File: config.mk
export PLATFORM = sky130hd
export DESIGN_NAME = uvepc_host
export DESIGN_NICKNAME = d
export VERILOG_FILES = /design/src/uvepc_timer.v /design/src/uvepc_host.v
export VERILOG_INCLUDE_DIRS = /design/src
export SDC_FILE = /design/constraint.sdc
export NUM_CORES = 1
export LEC_CHECK = 0
export BUFFER_PORTS_ARGS = -buffer_cell sky130_fd_sc_hd__buf_4
export CORE_MARGIN = 1.5
export CORE_UTILIZATION = 55
export CTS_CLUSTER_SIZE = 12
export DETAILED_ROUTE_END_ITERATION = 10
export GPL_ROUTABILITY_DRIVEN = 0
export PLACE_DENSITY = 0.84
export SYNTH_ARGS = -nofsm -noshare
export SYNTH_HDL_FRONTEND = slang
export SYNTH_SLANG_ARGS = --single-unit
export TNS_END_PERCENT = 50
File: constraint.sdc
create_clock -name core_clk_in -period 5.25 [get_ports core_clk_in]
set_input_delay 1.05 -clock core_clk_in [delete_from_list [all_inputs] [get_ports core_clk_in]]
set_output_delay 1.05 -clock core_clk_in [all_outputs]
set_load 0.02 [all_outputs]
File: src/uvepc_consts.vh
`ifndef UVEPC_CONSTS_VH
`define UVEPC_CONSTS_VH
`define UVEPC_CLK_MHZ          40
`define UVEPC_GATE_DELAY_NS    120
`define UVEPC_ACCESS_NS        450
`define UVEPC_PULSE_US         50000
`define UVEPC_PULSE_MAX_US     55000
`define UVEPC_SETUP_NS         2000
`define UVEPC_GATE_CYC   ((`UVEPC_GATE_DELAY_NS*`UVEPC_CLK_MHZ+999)/1000)
`define UVEPC_ACCESS_CYC ((`UVEPC_ACCESS_NS*`UVEPC_CLK_MHZ+999)/1000)
`define UVEPC_PULSE_CYC  (`UVEPC_PULSE_US*`UVEPC_CLK_MHZ)
`define UVEPC_PULSE_MAX_CYC (`UVEPC_PULSE_MAX_US*`UVEPC_CLK_MHZ)
`define UVEPC_SETUP_CYC  ((`UVEPC_SETUP_NS*`UVEPC_CLK_MHZ+999)/1000)
`define UVEPC_ADDR_W     11
`define UVEPC_DATA_W     8
`define UVEPC_ERASED     8'hff
`endif

File: src/uvepc_timer.v
`timescale 1ns/1ps
`include "uvepc_consts.vh"
module uvepc_timer #(
   parameter CNT_W = 22
) (
   input  wire             core_clk_in,
   input  wire             rst_in,
   input  wire             load_in,
   input  wire [CNT_W-1:0] count_in,
   output reg              done_out
);
   reg [CNT_W-1:0] cnt_reg;
   always @(posedge core_clk_in) begin
      if (rst_in) begin
         cnt_reg  <= {CNT_W{1'b0}};
         done_out <= 1'b0;
      end else if (load_in) begin
         cnt_reg  <= count_in;
         done_out <= 1'b0;
      end else if (cnt_reg != {CNT_W{1'b0}}) begin
         cnt_reg  <= cnt_reg - 1'b1;
         done_out <= (cnt_reg == {{(CNT_W-1){1'b0}}, 1'b1});
      end else begin
         done_out <= 1'b0;
      end
   end
endmodule

File: src/uvepc_host.v
`timescale 1ns/1ps
`include "uvepc_consts.vh"
// Overview of operation
// - Program mode is high supply with gate high; byte on data pins
// - One high strobe pulse, nominal 50 ms, never over 55 ms
// - One separate pulse for each location, any order
// - Strobe is never held statically high while programming
// - High supply, gate high, strobe low: no programming, outputs float
// - Verify: high supply, select low, gate low, device outputs byte
// - Programmer reads back and compares each programmed byte
// - Supply stays normal outside program and verify
// - Shared strobe pulse may program parallel devices with same data
// - Select decoded per device, gates common to the read strobe
module uvepc_host #(
   parameter PULSE_CYC = `UVEPC_PULSE_CYC,
   parameter DEV_N     = 1
) (
   input  wire                     core_clk_in,
   input  wire                     rst_in,
   input  wire                     rd_req_in,
   input  wire                     wr_req_in,
   input  wire [`UVEPC_ADDR_W-1:0] addr_in,
   input  wire [`UVEPC_DATA_W-1:0] wdata_in,
   input  wire [DEV_N-1:0]         dev_sel_in,
   input  wire [`UVEPC_DATA_W-1:0] mem_data_in,
   output reg                      busy_out,
   output reg                      done_out,
   output reg                      verify_err_out,
   output reg  [`UVEPC_DATA_W-1:0] rdata_out,
   output reg  [`UVEPC_ADDR_W-1:0] mem_addr_out,
   output reg  [`UVEPC_DATA_W-1:0] mem_data_out,
   output reg                      mem_data_oe_out,
   output reg  [DEV_N-1:0]         select_or_program_strobe_out,
   output reg                      output_gate_n_out,
   output reg                      prog_supply_high_out
);
   localparam S_IDLE   = 3'd0;
   localparam S_RSEL   = 3'd1;
   localparam S_RGATE  = 3'd2;
   localparam S_PSETUP = 3'd3;
   localparam S_PULSE  = 3'd4;
   localparam S_PHOLD  = 3'd5;
   localparam S_VGATE  = 3'd6;
   localparam S_DONE   = 3'd7;
   localparam CNT_W    = 22;
   localparam integer ACC_I  = `UVEPC_ACCESS_CYC;
   localparam integer GATE_I = `UVEPC_GATE_CYC;
   localparam integer SET_I  = `UVEPC_SETUP_CYC;
   localparam integer MAX_I  = `UVEPC_PULSE_MAX_CYC;
   // A width past the maximum is out of spec, so it is clipped; two cycles
   // is the least that the pulse timer can count
   localparam integer PLS_I  = (PULSE_CYC > MAX_I) ? MAX_I :
                               (PULSE_CYC < 2) ? 2 : PULSE_CYC;
   localparam [CNT_W-1:0] ACC_CYC  = ACC_I[CNT_W-1:0];
   localparam [CNT_W-1:0] GATE_CYC = GATE_I[CNT_W-1:0];
   localparam [CNT_W-1:0] SET_CYC  = SET_I[CNT_W-1:0];
   localparam [CNT_W-1:0] PLS_CYC  = PLS_I[CNT_W-1:0];

   reg [2:0]               state_reg;
   reg [2:0]               state_next;
   reg [`UVEPC_DATA_W-1:0] sync1_reg;
   reg [`UVEPC_DATA_W-1:0] sync2_reg;
   reg [`UVEPC_DATA_W-1:0] wbyte_reg;
   reg                     load;
   reg [CNT_W-1:0]         load_val;
   wire                    tdone;
   reg [DEV_N-1:0]         sel_reg;
   reg [DEV_N-1:0]         vpend_reg;
   wire [DEV_N-1:0]        vpick;
   wire [DEV_N-1:0]        vseen;

   // Lowest pending device first; verifying one device at a time keeps
   // the shared data lines free of contention
   assign vseen[0] = 1'b0;
   genvar g;
   generate
      for (g = 0; g < DEV_N; g = g + 1) begin : g_pick
         assign vpick[g] = vpend_reg[g] & ~vseen[g];
         if (g + 1 < DEV_N) begin : g_next
            assign vseen[g+1] = vseen[g] | vpend_reg[g];
         end
      end
   endgenerate

   // Pin data passes two flops before compare or capture
   always @(posedge core_clk_in) begin
      sync1_reg <= mem_data_in;
      sync2_reg <= sync1_reg;
   end

   uvepc_timer #(
      .CNT_W(CNT_W)
   ) u_timer (
      .core_clk_in(core_clk_in),
      .rst_in     (rst_in),
      .load_in    (load),
      .count_in   (load_val),
      .done_out   (tdone)
   );

   always @* begin
      state_next = state_reg;
      load       = 1'b0;
      load_val   = {CNT_W{1'b0}};
      case (state_reg)
         S_IDLE: begin
            if (wr_req_in) begin
               state_next = S_PSETUP;
               load       = 1'b1;
               load_val   = SET_CYC;
            end else if (rd_req_in) begin
               state_next = S_RSEL;
               // Select-to-data equals address access, minus gate delay
               load       = 1'b1;
               load_val   = ACC_CYC - GATE_CYC;
            end
         end
         S_RSEL: begin
            if (tdone) begin
               state_next = S_RGATE;
               load       = 1'b1;
               load_val   = GATE_CYC + 22'd2;
            end
         end
         S_RGATE: begin
            if (tdone)
               state_next = S_DONE;
         end
         S_PSETUP: begin
            if (tdone) begin
               state_next = S_PULSE;
               load       = 1'b1;
               // The state moves a cycle after done rises, so one less
               // leaves the strobe high for exactly PLS_CYC cycles
               load_val   = PLS_CYC - 22'd1;
            end
         end
         S_PULSE: begin
            if (tdone) begin
               state_next = S_PHOLD;
               load       = 1'b1;
               load_val   = SET_CYC;
            end
         end
         S_PHOLD: begin
            if (tdone) begin
               state_next = S_VGATE;
               load       = 1'b1;
               load_val   = ACC_CYC + 22'd2;
            end
         end
         S_VGATE: begin
            if (tdone) begin
               // Further devices of a parallel group are verified in turn
               if (|(vpend_reg & ~vpick)) begin
                  state_next = S_PHOLD;
                  load       = 1'b1;
                  load_val   = SET_CYC;
               end else begin
                  state_next = S_DONE;
               end
            end
         end
         S_DONE: begin
            state_next = S_IDLE;
         end
         default: begin
            state_next = S_IDLE;
         end
      endcase
   end

   always @(posedge core_clk_in) begin
      if (rst_in) begin
         state_reg                    <= S_IDLE;
         busy_out                     <= 1'b0;
         done_out                     <= 1'b0;
         verify_err_out               <= 1'b0;
         rdata_out                    <= `UVEPC_ERASED;
         mem_addr_out                 <= {`UVEPC_ADDR_W{1'b0}};
         mem_data_out                 <= `UVEPC_ERASED;
         mem_data_oe_out              <= 1'b0;
         select_or_program_strobe_out <= {DEV_N{1'b1}};
         output_gate_n_out            <= 1'b1;
         prog_supply_high_out         <= 1'b0;
         wbyte_reg                    <= `UVEPC_ERASED;
         sel_reg                      <= {DEV_N{1'b0}};
         vpend_reg                    <= {DEV_N{1'b0}};
      end else begin
         state_reg <= state_next;
         done_out  <= 1'b0;
         if (state_reg == S_VGATE && tdone) begin
            verify_err_out <= verify_err_out | (sync2_reg != wbyte_reg);
            vpend_reg      <= vpend_reg & ~vpick;
         end
         case (state_next)
            S_IDLE: begin
               busy_out                     <= 1'b0;
               // Standby: every device deselected, outputs float
               select_or_program_strobe_out <= {DEV_N{1'b1}};
               output_gate_n_out            <= 1'b1;
               mem_data_oe_out              <= 1'b0;
               prog_supply_high_out         <= 1'b0;
            end
            S_RSEL: begin
               busy_out <= 1'b1;
               if (state_reg == S_IDLE) begin
                  mem_addr_out <= addr_in;
                  // Every device set in dev_sel_in is selected, not only one
                  select_or_program_strobe_out <= ~dev_sel_in;
               end
            end
            S_RGATE: begin
               output_gate_n_out <= 1'b0;
            end
            S_PSETUP: begin
               busy_out <= 1'b1;
               if (state_reg == S_IDLE) begin
                  mem_addr_out    <= addr_in;
                  mem_data_out    <= wdata_in;
                  wbyte_reg       <= wdata_in;
                  sel_reg         <= dev_sel_in;
                  vpend_reg       <= dev_sel_in;
                  mem_data_oe_out <= 1'b1;
                  verify_err_out  <= 1'b0;
                  // Strobe low, gate high, supply high: inhibit
                  select_or_program_strobe_out <= {DEV_N{1'b0}};
                  output_gate_n_out            <= 1'b1;
                  prog_supply_high_out         <= 1'b1;
               end
            end
            S_PULSE: begin
               // Pulse only the chosen devices; others stay inhibited
               select_or_program_strobe_out <= sel_reg;
            end
            S_PHOLD: begin
               // Strobe always returns low, never a static level
               select_or_program_strobe_out <= {DEV_N{1'b0}};
               output_gate_n_out            <= 1'b1;
            end
            S_VGATE: begin
               if (state_reg == S_PHOLD) begin
                  // Release the data pins before opening the gate
                  mem_data_oe_out <= 1'b0;
                  // Verify one device at a time; shared data would clash
                  select_or_program_strobe_out <= ~vpick;
               end else begin
                  output_gate_n_out <= 1'b0;
               end
            end
            S_DONE: begin
               done_out          <= 1'b1;
               rdata_out         <= sync2_reg;
               output_gate_n_out <= 1'b1;
               // Supply falls a cycle before the strobe rises to standby,
               // so that rise can never be taken for a program pulse
               prog_supply_high_out <= 1'b0;
            end
            default: begin
               busy_out <= 1'b0;
            end
         endcase
      end
   end
endmodule

==> results.cfg, run 1 <==
[status]
status = completed

[pwr]
power_mw = 2.135
power_density_nw_per_um2 = 535.1
p_leak_nw = 1.605
irDropWorstVdd_mv = 0.2843

[critical_path]
cpLargestDelayFamily = simple AND/OR/NAND/NOR gates
cp-start-kind = input port
critPathRequiredTime_ps = 5520
crit_arrival_ps = 3230
path_cells = buf_4 -> or2_0 -> and2_1 -> nor2_1 -> nand2_1 -> nor3_1
crit_fanout = 13
slowest_delay_ps = 660
crit_path_end_kind = flop
critPathBufInv = 1
cp_slowest_cell = nor2_1
path_class = input port to flop

[route]
drt_first_pass_iters = 4
vias = 2921
via_per_inst = 5.683
routed_wl_um = 7683
detail_route.iter0.violations = 198
ant_nets = 0
drc = 0
wire_per_inst_um = 14.95

[logic_synthesis]
synth-compound-area-share_pct = 15.55
yosysSeqAreaShare_pct = 47.09
synth_top_family_by_area = simple AND/OR/NAND/NOR gates
syn-instance-count = 379
ys_async_sr_fraction_pct = 0
synth_fa_ha_area_share_pct = 0.7547
syn_area_per_cell_um2 = 8.748
synthXorXnorAreaFrac_pct = 5.019
synth_top_flop_cell = dfxtp_1
syn_area_um2 = 3316
synth.distinct_cells = 59
synthMuxAreaShare_pct = 2.415
synth_edf_count = 0
yosys.area_share.simple_pct = 25.89
yosysWarnings = 0
syn_nets = 413
ys_seq_elements = 78

[timing]
worst_pin_slew_ps = 760.1
period_share_pct = 56.44
drv_slew = 0
finalClockSkew_ps = 8.099
rsz0062_at_grt = false
fin_crit_ps = 2963
fmaxAchievable_mhz = 337.5
hold_viol_final = 0
tns_ps = 0
setup_viol = 0
slew_headroom_pct = 49.14

[finish]
largest_reg_flops = 22
drive_above_1_share_pct = 21.87
final_common_cell = dfxtp_1
syn_to_final_growth_pct = 20.34
antenna_cells = 0
final_cell_mix = dfxtp_1 (78), buf_4 (65), nand2_1 (62)
fin_nets = 468

[cts]
root_buffer = clkbuf_8
cts_tree = yes
cts-htree-levels = 3
cts_inserted_buffers = 9
cts_sinks = 78
cts_resized = 0
insertion_delay_ps = 350
path_clk_slew_ps = 90
cts_hold_buf = 0
clockBufferDepth = 2
post-cts-setup-buffers = 0

[global_routing]
antenna_found_initial = 0
first_global_vias = 2777
grt_max_degree = 30
overflow = 0
grt_usage_pct = 25.35
grt_pass1_wl_um = 12630

[floorplan]
start_util_pct = 56.34
die_h_um = 80.65
io_pins = 66
die_area_um2 = 6504
die_w_um = 80.65
fp.coreArea_um2 = 5886
num_rows = 28

[place]
io_buffers = 65
hpwl_um = 5415

[flow_run]
maxCapViolCount = 0

[min_path]
hp-class = flop to flop
-- kinds of logic (layout without fill, tap and decap cells) --
family,Yosys count,after routing
compound gates,81,81
mux,8,8
simple gates,164,164
xor+xnor,19,19
flops,78,78
fa+ha+maj,2,2
buf+inv,27,87
-- layer usage --
| metal | up-vias | wire, um | track usage (%) |
|---|---|---|---|
| li1 | 1431 | - | - |
| met1 | 1393 | 3208 | 30.67 |
| met2 | 86 | 3934 | 42.10 |
| met3 | 11 | 432 | 6.477 |
| met4 | 0 | 107 | 11.38 |
| met5 | - | 0 | 0 |
-- synth_stat cells (5+ instances only) --
cell type  instances  area share, %
mux2i_1            8            2.4
a21oi_1           31            4.7
xnor2_1            9            2.4
nand2_1           62            7.0
clkbuf_1          13            1.5
xor2_1            10            2.6
inv_1              6           0.68
nor3_1             8            1.2
a31oi_1            6            1.1
o21ai_1            6           0.91
nand3_1           15            2.3
nor2_1            28            3.2
or3_1              5           0.94
dfxtp_1           78             47
o21ai_0            9            1.4
buf_2              6           0.91
nor2b_1            5           0.94
nor4_1             8            1.5
-- final cells by class --
cell class / count / area, um^2
Sequential cell: 78 / 1562
Inverter: 6 / 22.52
Tap cell: 75 / 93.84
Multi-Input combinational cell: 274 / 1645
Clock buffer: 9 / 123.9
Timing Repair Buffer: 65 / 488.0
Clock inverter: 7 / 55.05
Fill cell: 490 / 1896
-- per-stage QoR --
| stage | hold slack, ps | cells | instance area (um^2) | worst slack, ps | util, % |
|---|---|---|---|---|---|
| after floorplan | 309.6 | 379 | 3316 | 3016 | - |
| after global placement | 309.6 | 498 | 3811 | 2061 | 64.75 |
| after detailed placement | 312.1 | 498 | 3811 | 1953 | 64.75 |
| after CTS | 332.2 | 514 | 3990 | 2296 | 67.79 |
| after global routing | 337.1 | 514 | 3990 | 2053 | 67.79 |
| final | 332.1 | 514 | 3990 | 2287 | 67.79 |
-- final timing paths --
kind,startpoint,end,slack (ps),depth (start not counted)
max,wr_req_in,u_timer.done_out,2290,6
min,sync1_reg[1],sync2_reg[1],330,0
max reg2reg,state_reg[1],u_timer.done_out,2520,5
min reg2reg,sync1_reg[1],sync2_reg[1],330,0
-- report_power, final --
part / leakage, nW / switching (mW) / total, mW / internal [mW]
registers: 0.643 / 0.116 / 0.804 / 0.688
clock network: 0.0923 / 0.236 / 0.414 / 0.178
logic: 0.870 / 0.555 / 0.917 / 0.362
(Power assumes the default switching activity.)
==> inputs of run 2 (changes only) <==
--- a/config.mk
+++ b/config.mk
@@ -8,11 +8,11 @@
 export LEC_CHECK = 0
 export BUFFER_PORTS_ARGS = -buffer_cell sky130_fd_sc_hd__buf_4
 export CORE_MARGIN = 1.5
-export CORE_UTILIZATION = 55
+export CORE_UTILIZATION = 49
 export CTS_CLUSTER_SIZE = 12
 export DETAILED_ROUTE_END_ITERATION = 10
 export GPL_ROUTABILITY_DRIVEN = 0
-export PLACE_DENSITY = 0.84
+export PLACE_DENSITY = 0.79
 export SYNTH_ARGS = -nofsm -noshare
 export SYNTH_HDL_FRONTEND = slang
 export SYNTH_SLANG_ARGS = --single-unit
==> constraint.sdc (replaced) <==
create_clock -name core_clk_in -period 2.55 [get_ports core_clk_in]
set_input_delay 0.51 -clock core_clk_in [delete_from_list [all_inputs] [get_ports core_clk_in]]
set_output_delay 0.51 -clock core_clk_in [all_outputs]
set_load 0.02 [all_outputs]
==> results.cfg, run 2 (synthesized netlist as in run 1, its figures left out) <==
[status]
status = completed

[global_routing]
overflow = 0
antenna_found_initial = 0
grt_pass1_wl_um = 12540
grt_max_degree = 30
first_global_vias = 2707
grt_usage_pct = 21.34

[cts]
cts-htree-levels = 3
insertion_delay_ps = 370
cts_resized = 0
cts_tree = yes
root_buffer = clkbuf_8
cts_hold_buf = 0
cts_sinks = 78
clockBufferDepth = 2
cts_inserted_buffers = 9
path_clk_slew_ps = 90
post-cts-setup-buffers = 0

[finish]
nFillCells = 563
antenna_cells = 0
final_common_cell = dfxtp_1
final_cell_mix = dfxtp_1 (78), buf_4 (70), nand2_1 (62)
drive_above_1_share_pct = 22.75
regArea_um2 = 1562
multi_input_area_um2 = 1645
largest_reg_flops = 22
syn_to_final_growth_pct = 21.81
fin_nets = 473

[timing]
fin_crit_ps = 2187
finalClockSkew_ps = 10.93
worst_pin_slew_ps = 721.8
setup_viol = 0
slew_headroom_pct = 51.88
period_share_pct = 85.78
fmaxAchievable_mhz = 457.2
tns_ps = 0
setup_ws_ps = 362.6
hold_viol_final = 0
drv_slew = 0
rsz0062_at_grt = false

[floorplan]
die_area_um2 = 7269
io_pins = 66
num_rows = 29
fp.coreArea_um2 = 6459
start_util_pct = 51.34
die_h_um = 85.26
die_w_um = 85.26

[pwr]
power_mw = 4.390
irDropWorstVdd_mv = 0.4443
p_leak_nw = 1.634
power_density_nw_per_um2 = 1087

[place]
pre_cts_ws_ps = 382.0
io_buffers = 65
hpwl_um = 5373

[critical_path]
crit_fanout = 14
crit_arrival_ps = 2420
cp-start-kind = flop
path_class = flop to flop
critPathRequiredTime_ps = 2780
crit_path_end_kind = flop

[route]
wire_per_inst_um = 14.52
ant_nets = 0
drt_first_pass_iters = 4
vias = 2934
drc = 0
routed_wl_um = 7565
detail_route.iter0.violations = 160
via_per_inst = 5.631

[min_path]
hp-class = input port to flop

[flow_run]
maxCapViolCount = 0
-- run 2: routing by layer --
metal | up-vias | GRT usage [%] | wire length [um]
li1 | 1450 | - | -
met1 | 1393 | 27.02 | 3289
met2 | 80 | 35.43 | 3757
met3 | 11 | 5.642 | 419
met4 | 0 | 7.185 | 99
met5 | - | 0 | 0
-- run 2: where the power goes --
group	internal, mW	switching (mW)
Combinational	0.753	1.10
Sequential	1.42	0.243
Clock	0.375	0.506
-- run 2: critical path, cell delays in order, from the launching register on --
cell	delay, ps
dfxtp_1	370
inv_1	80
ha_1	220
nor4b_4	390
nand3_2	350
o31ai_2	550
nor2b_1	100
-- run 2: cell type report --
cell class | instances | area share [%]
well taps | 77 | 2.385
clock buffers | 9 | 3.067
repair buffers | 70 | 13.01
inverters | 6 | 0.5576
clock inverters | 7 | 1.580
multi-input cells | 274 | 40.74
flip-flops and latches | 78 | 38.66
-- run 2: final timing paths --
kind | from | end | slack [ps] | cells after the start
min reg2reg | sync1_reg[0] | sync2_reg[0] | 330 | 0
min | mem_data_in[2] | sync1_reg[2] | 240 | 1
max reg2reg | u_timer.cnt_reg[0] | u_timer.cnt_reg[6] | 360 | 6
max | u_timer.cnt_reg[0] | u_timer.cnt_reg[6] | 360 | 6
-- run 2: stage by stage --
stage / instance area (um^2) / hold WS, ps / utilization (%) / cells
after floorplan: 3316 / 309.6 / - / 379
after global placement: 3851 / 310.3 / 59.63 / 505
after detailed placement: 3851 / 312.1 / 59.63 / 505
after CTS: 4039 / 233.3 / 62.53 / 521
after global routing: 4039 / 226.2 / 62.53 / 521
final: 4039 / 238.4 / 62.53 / 521
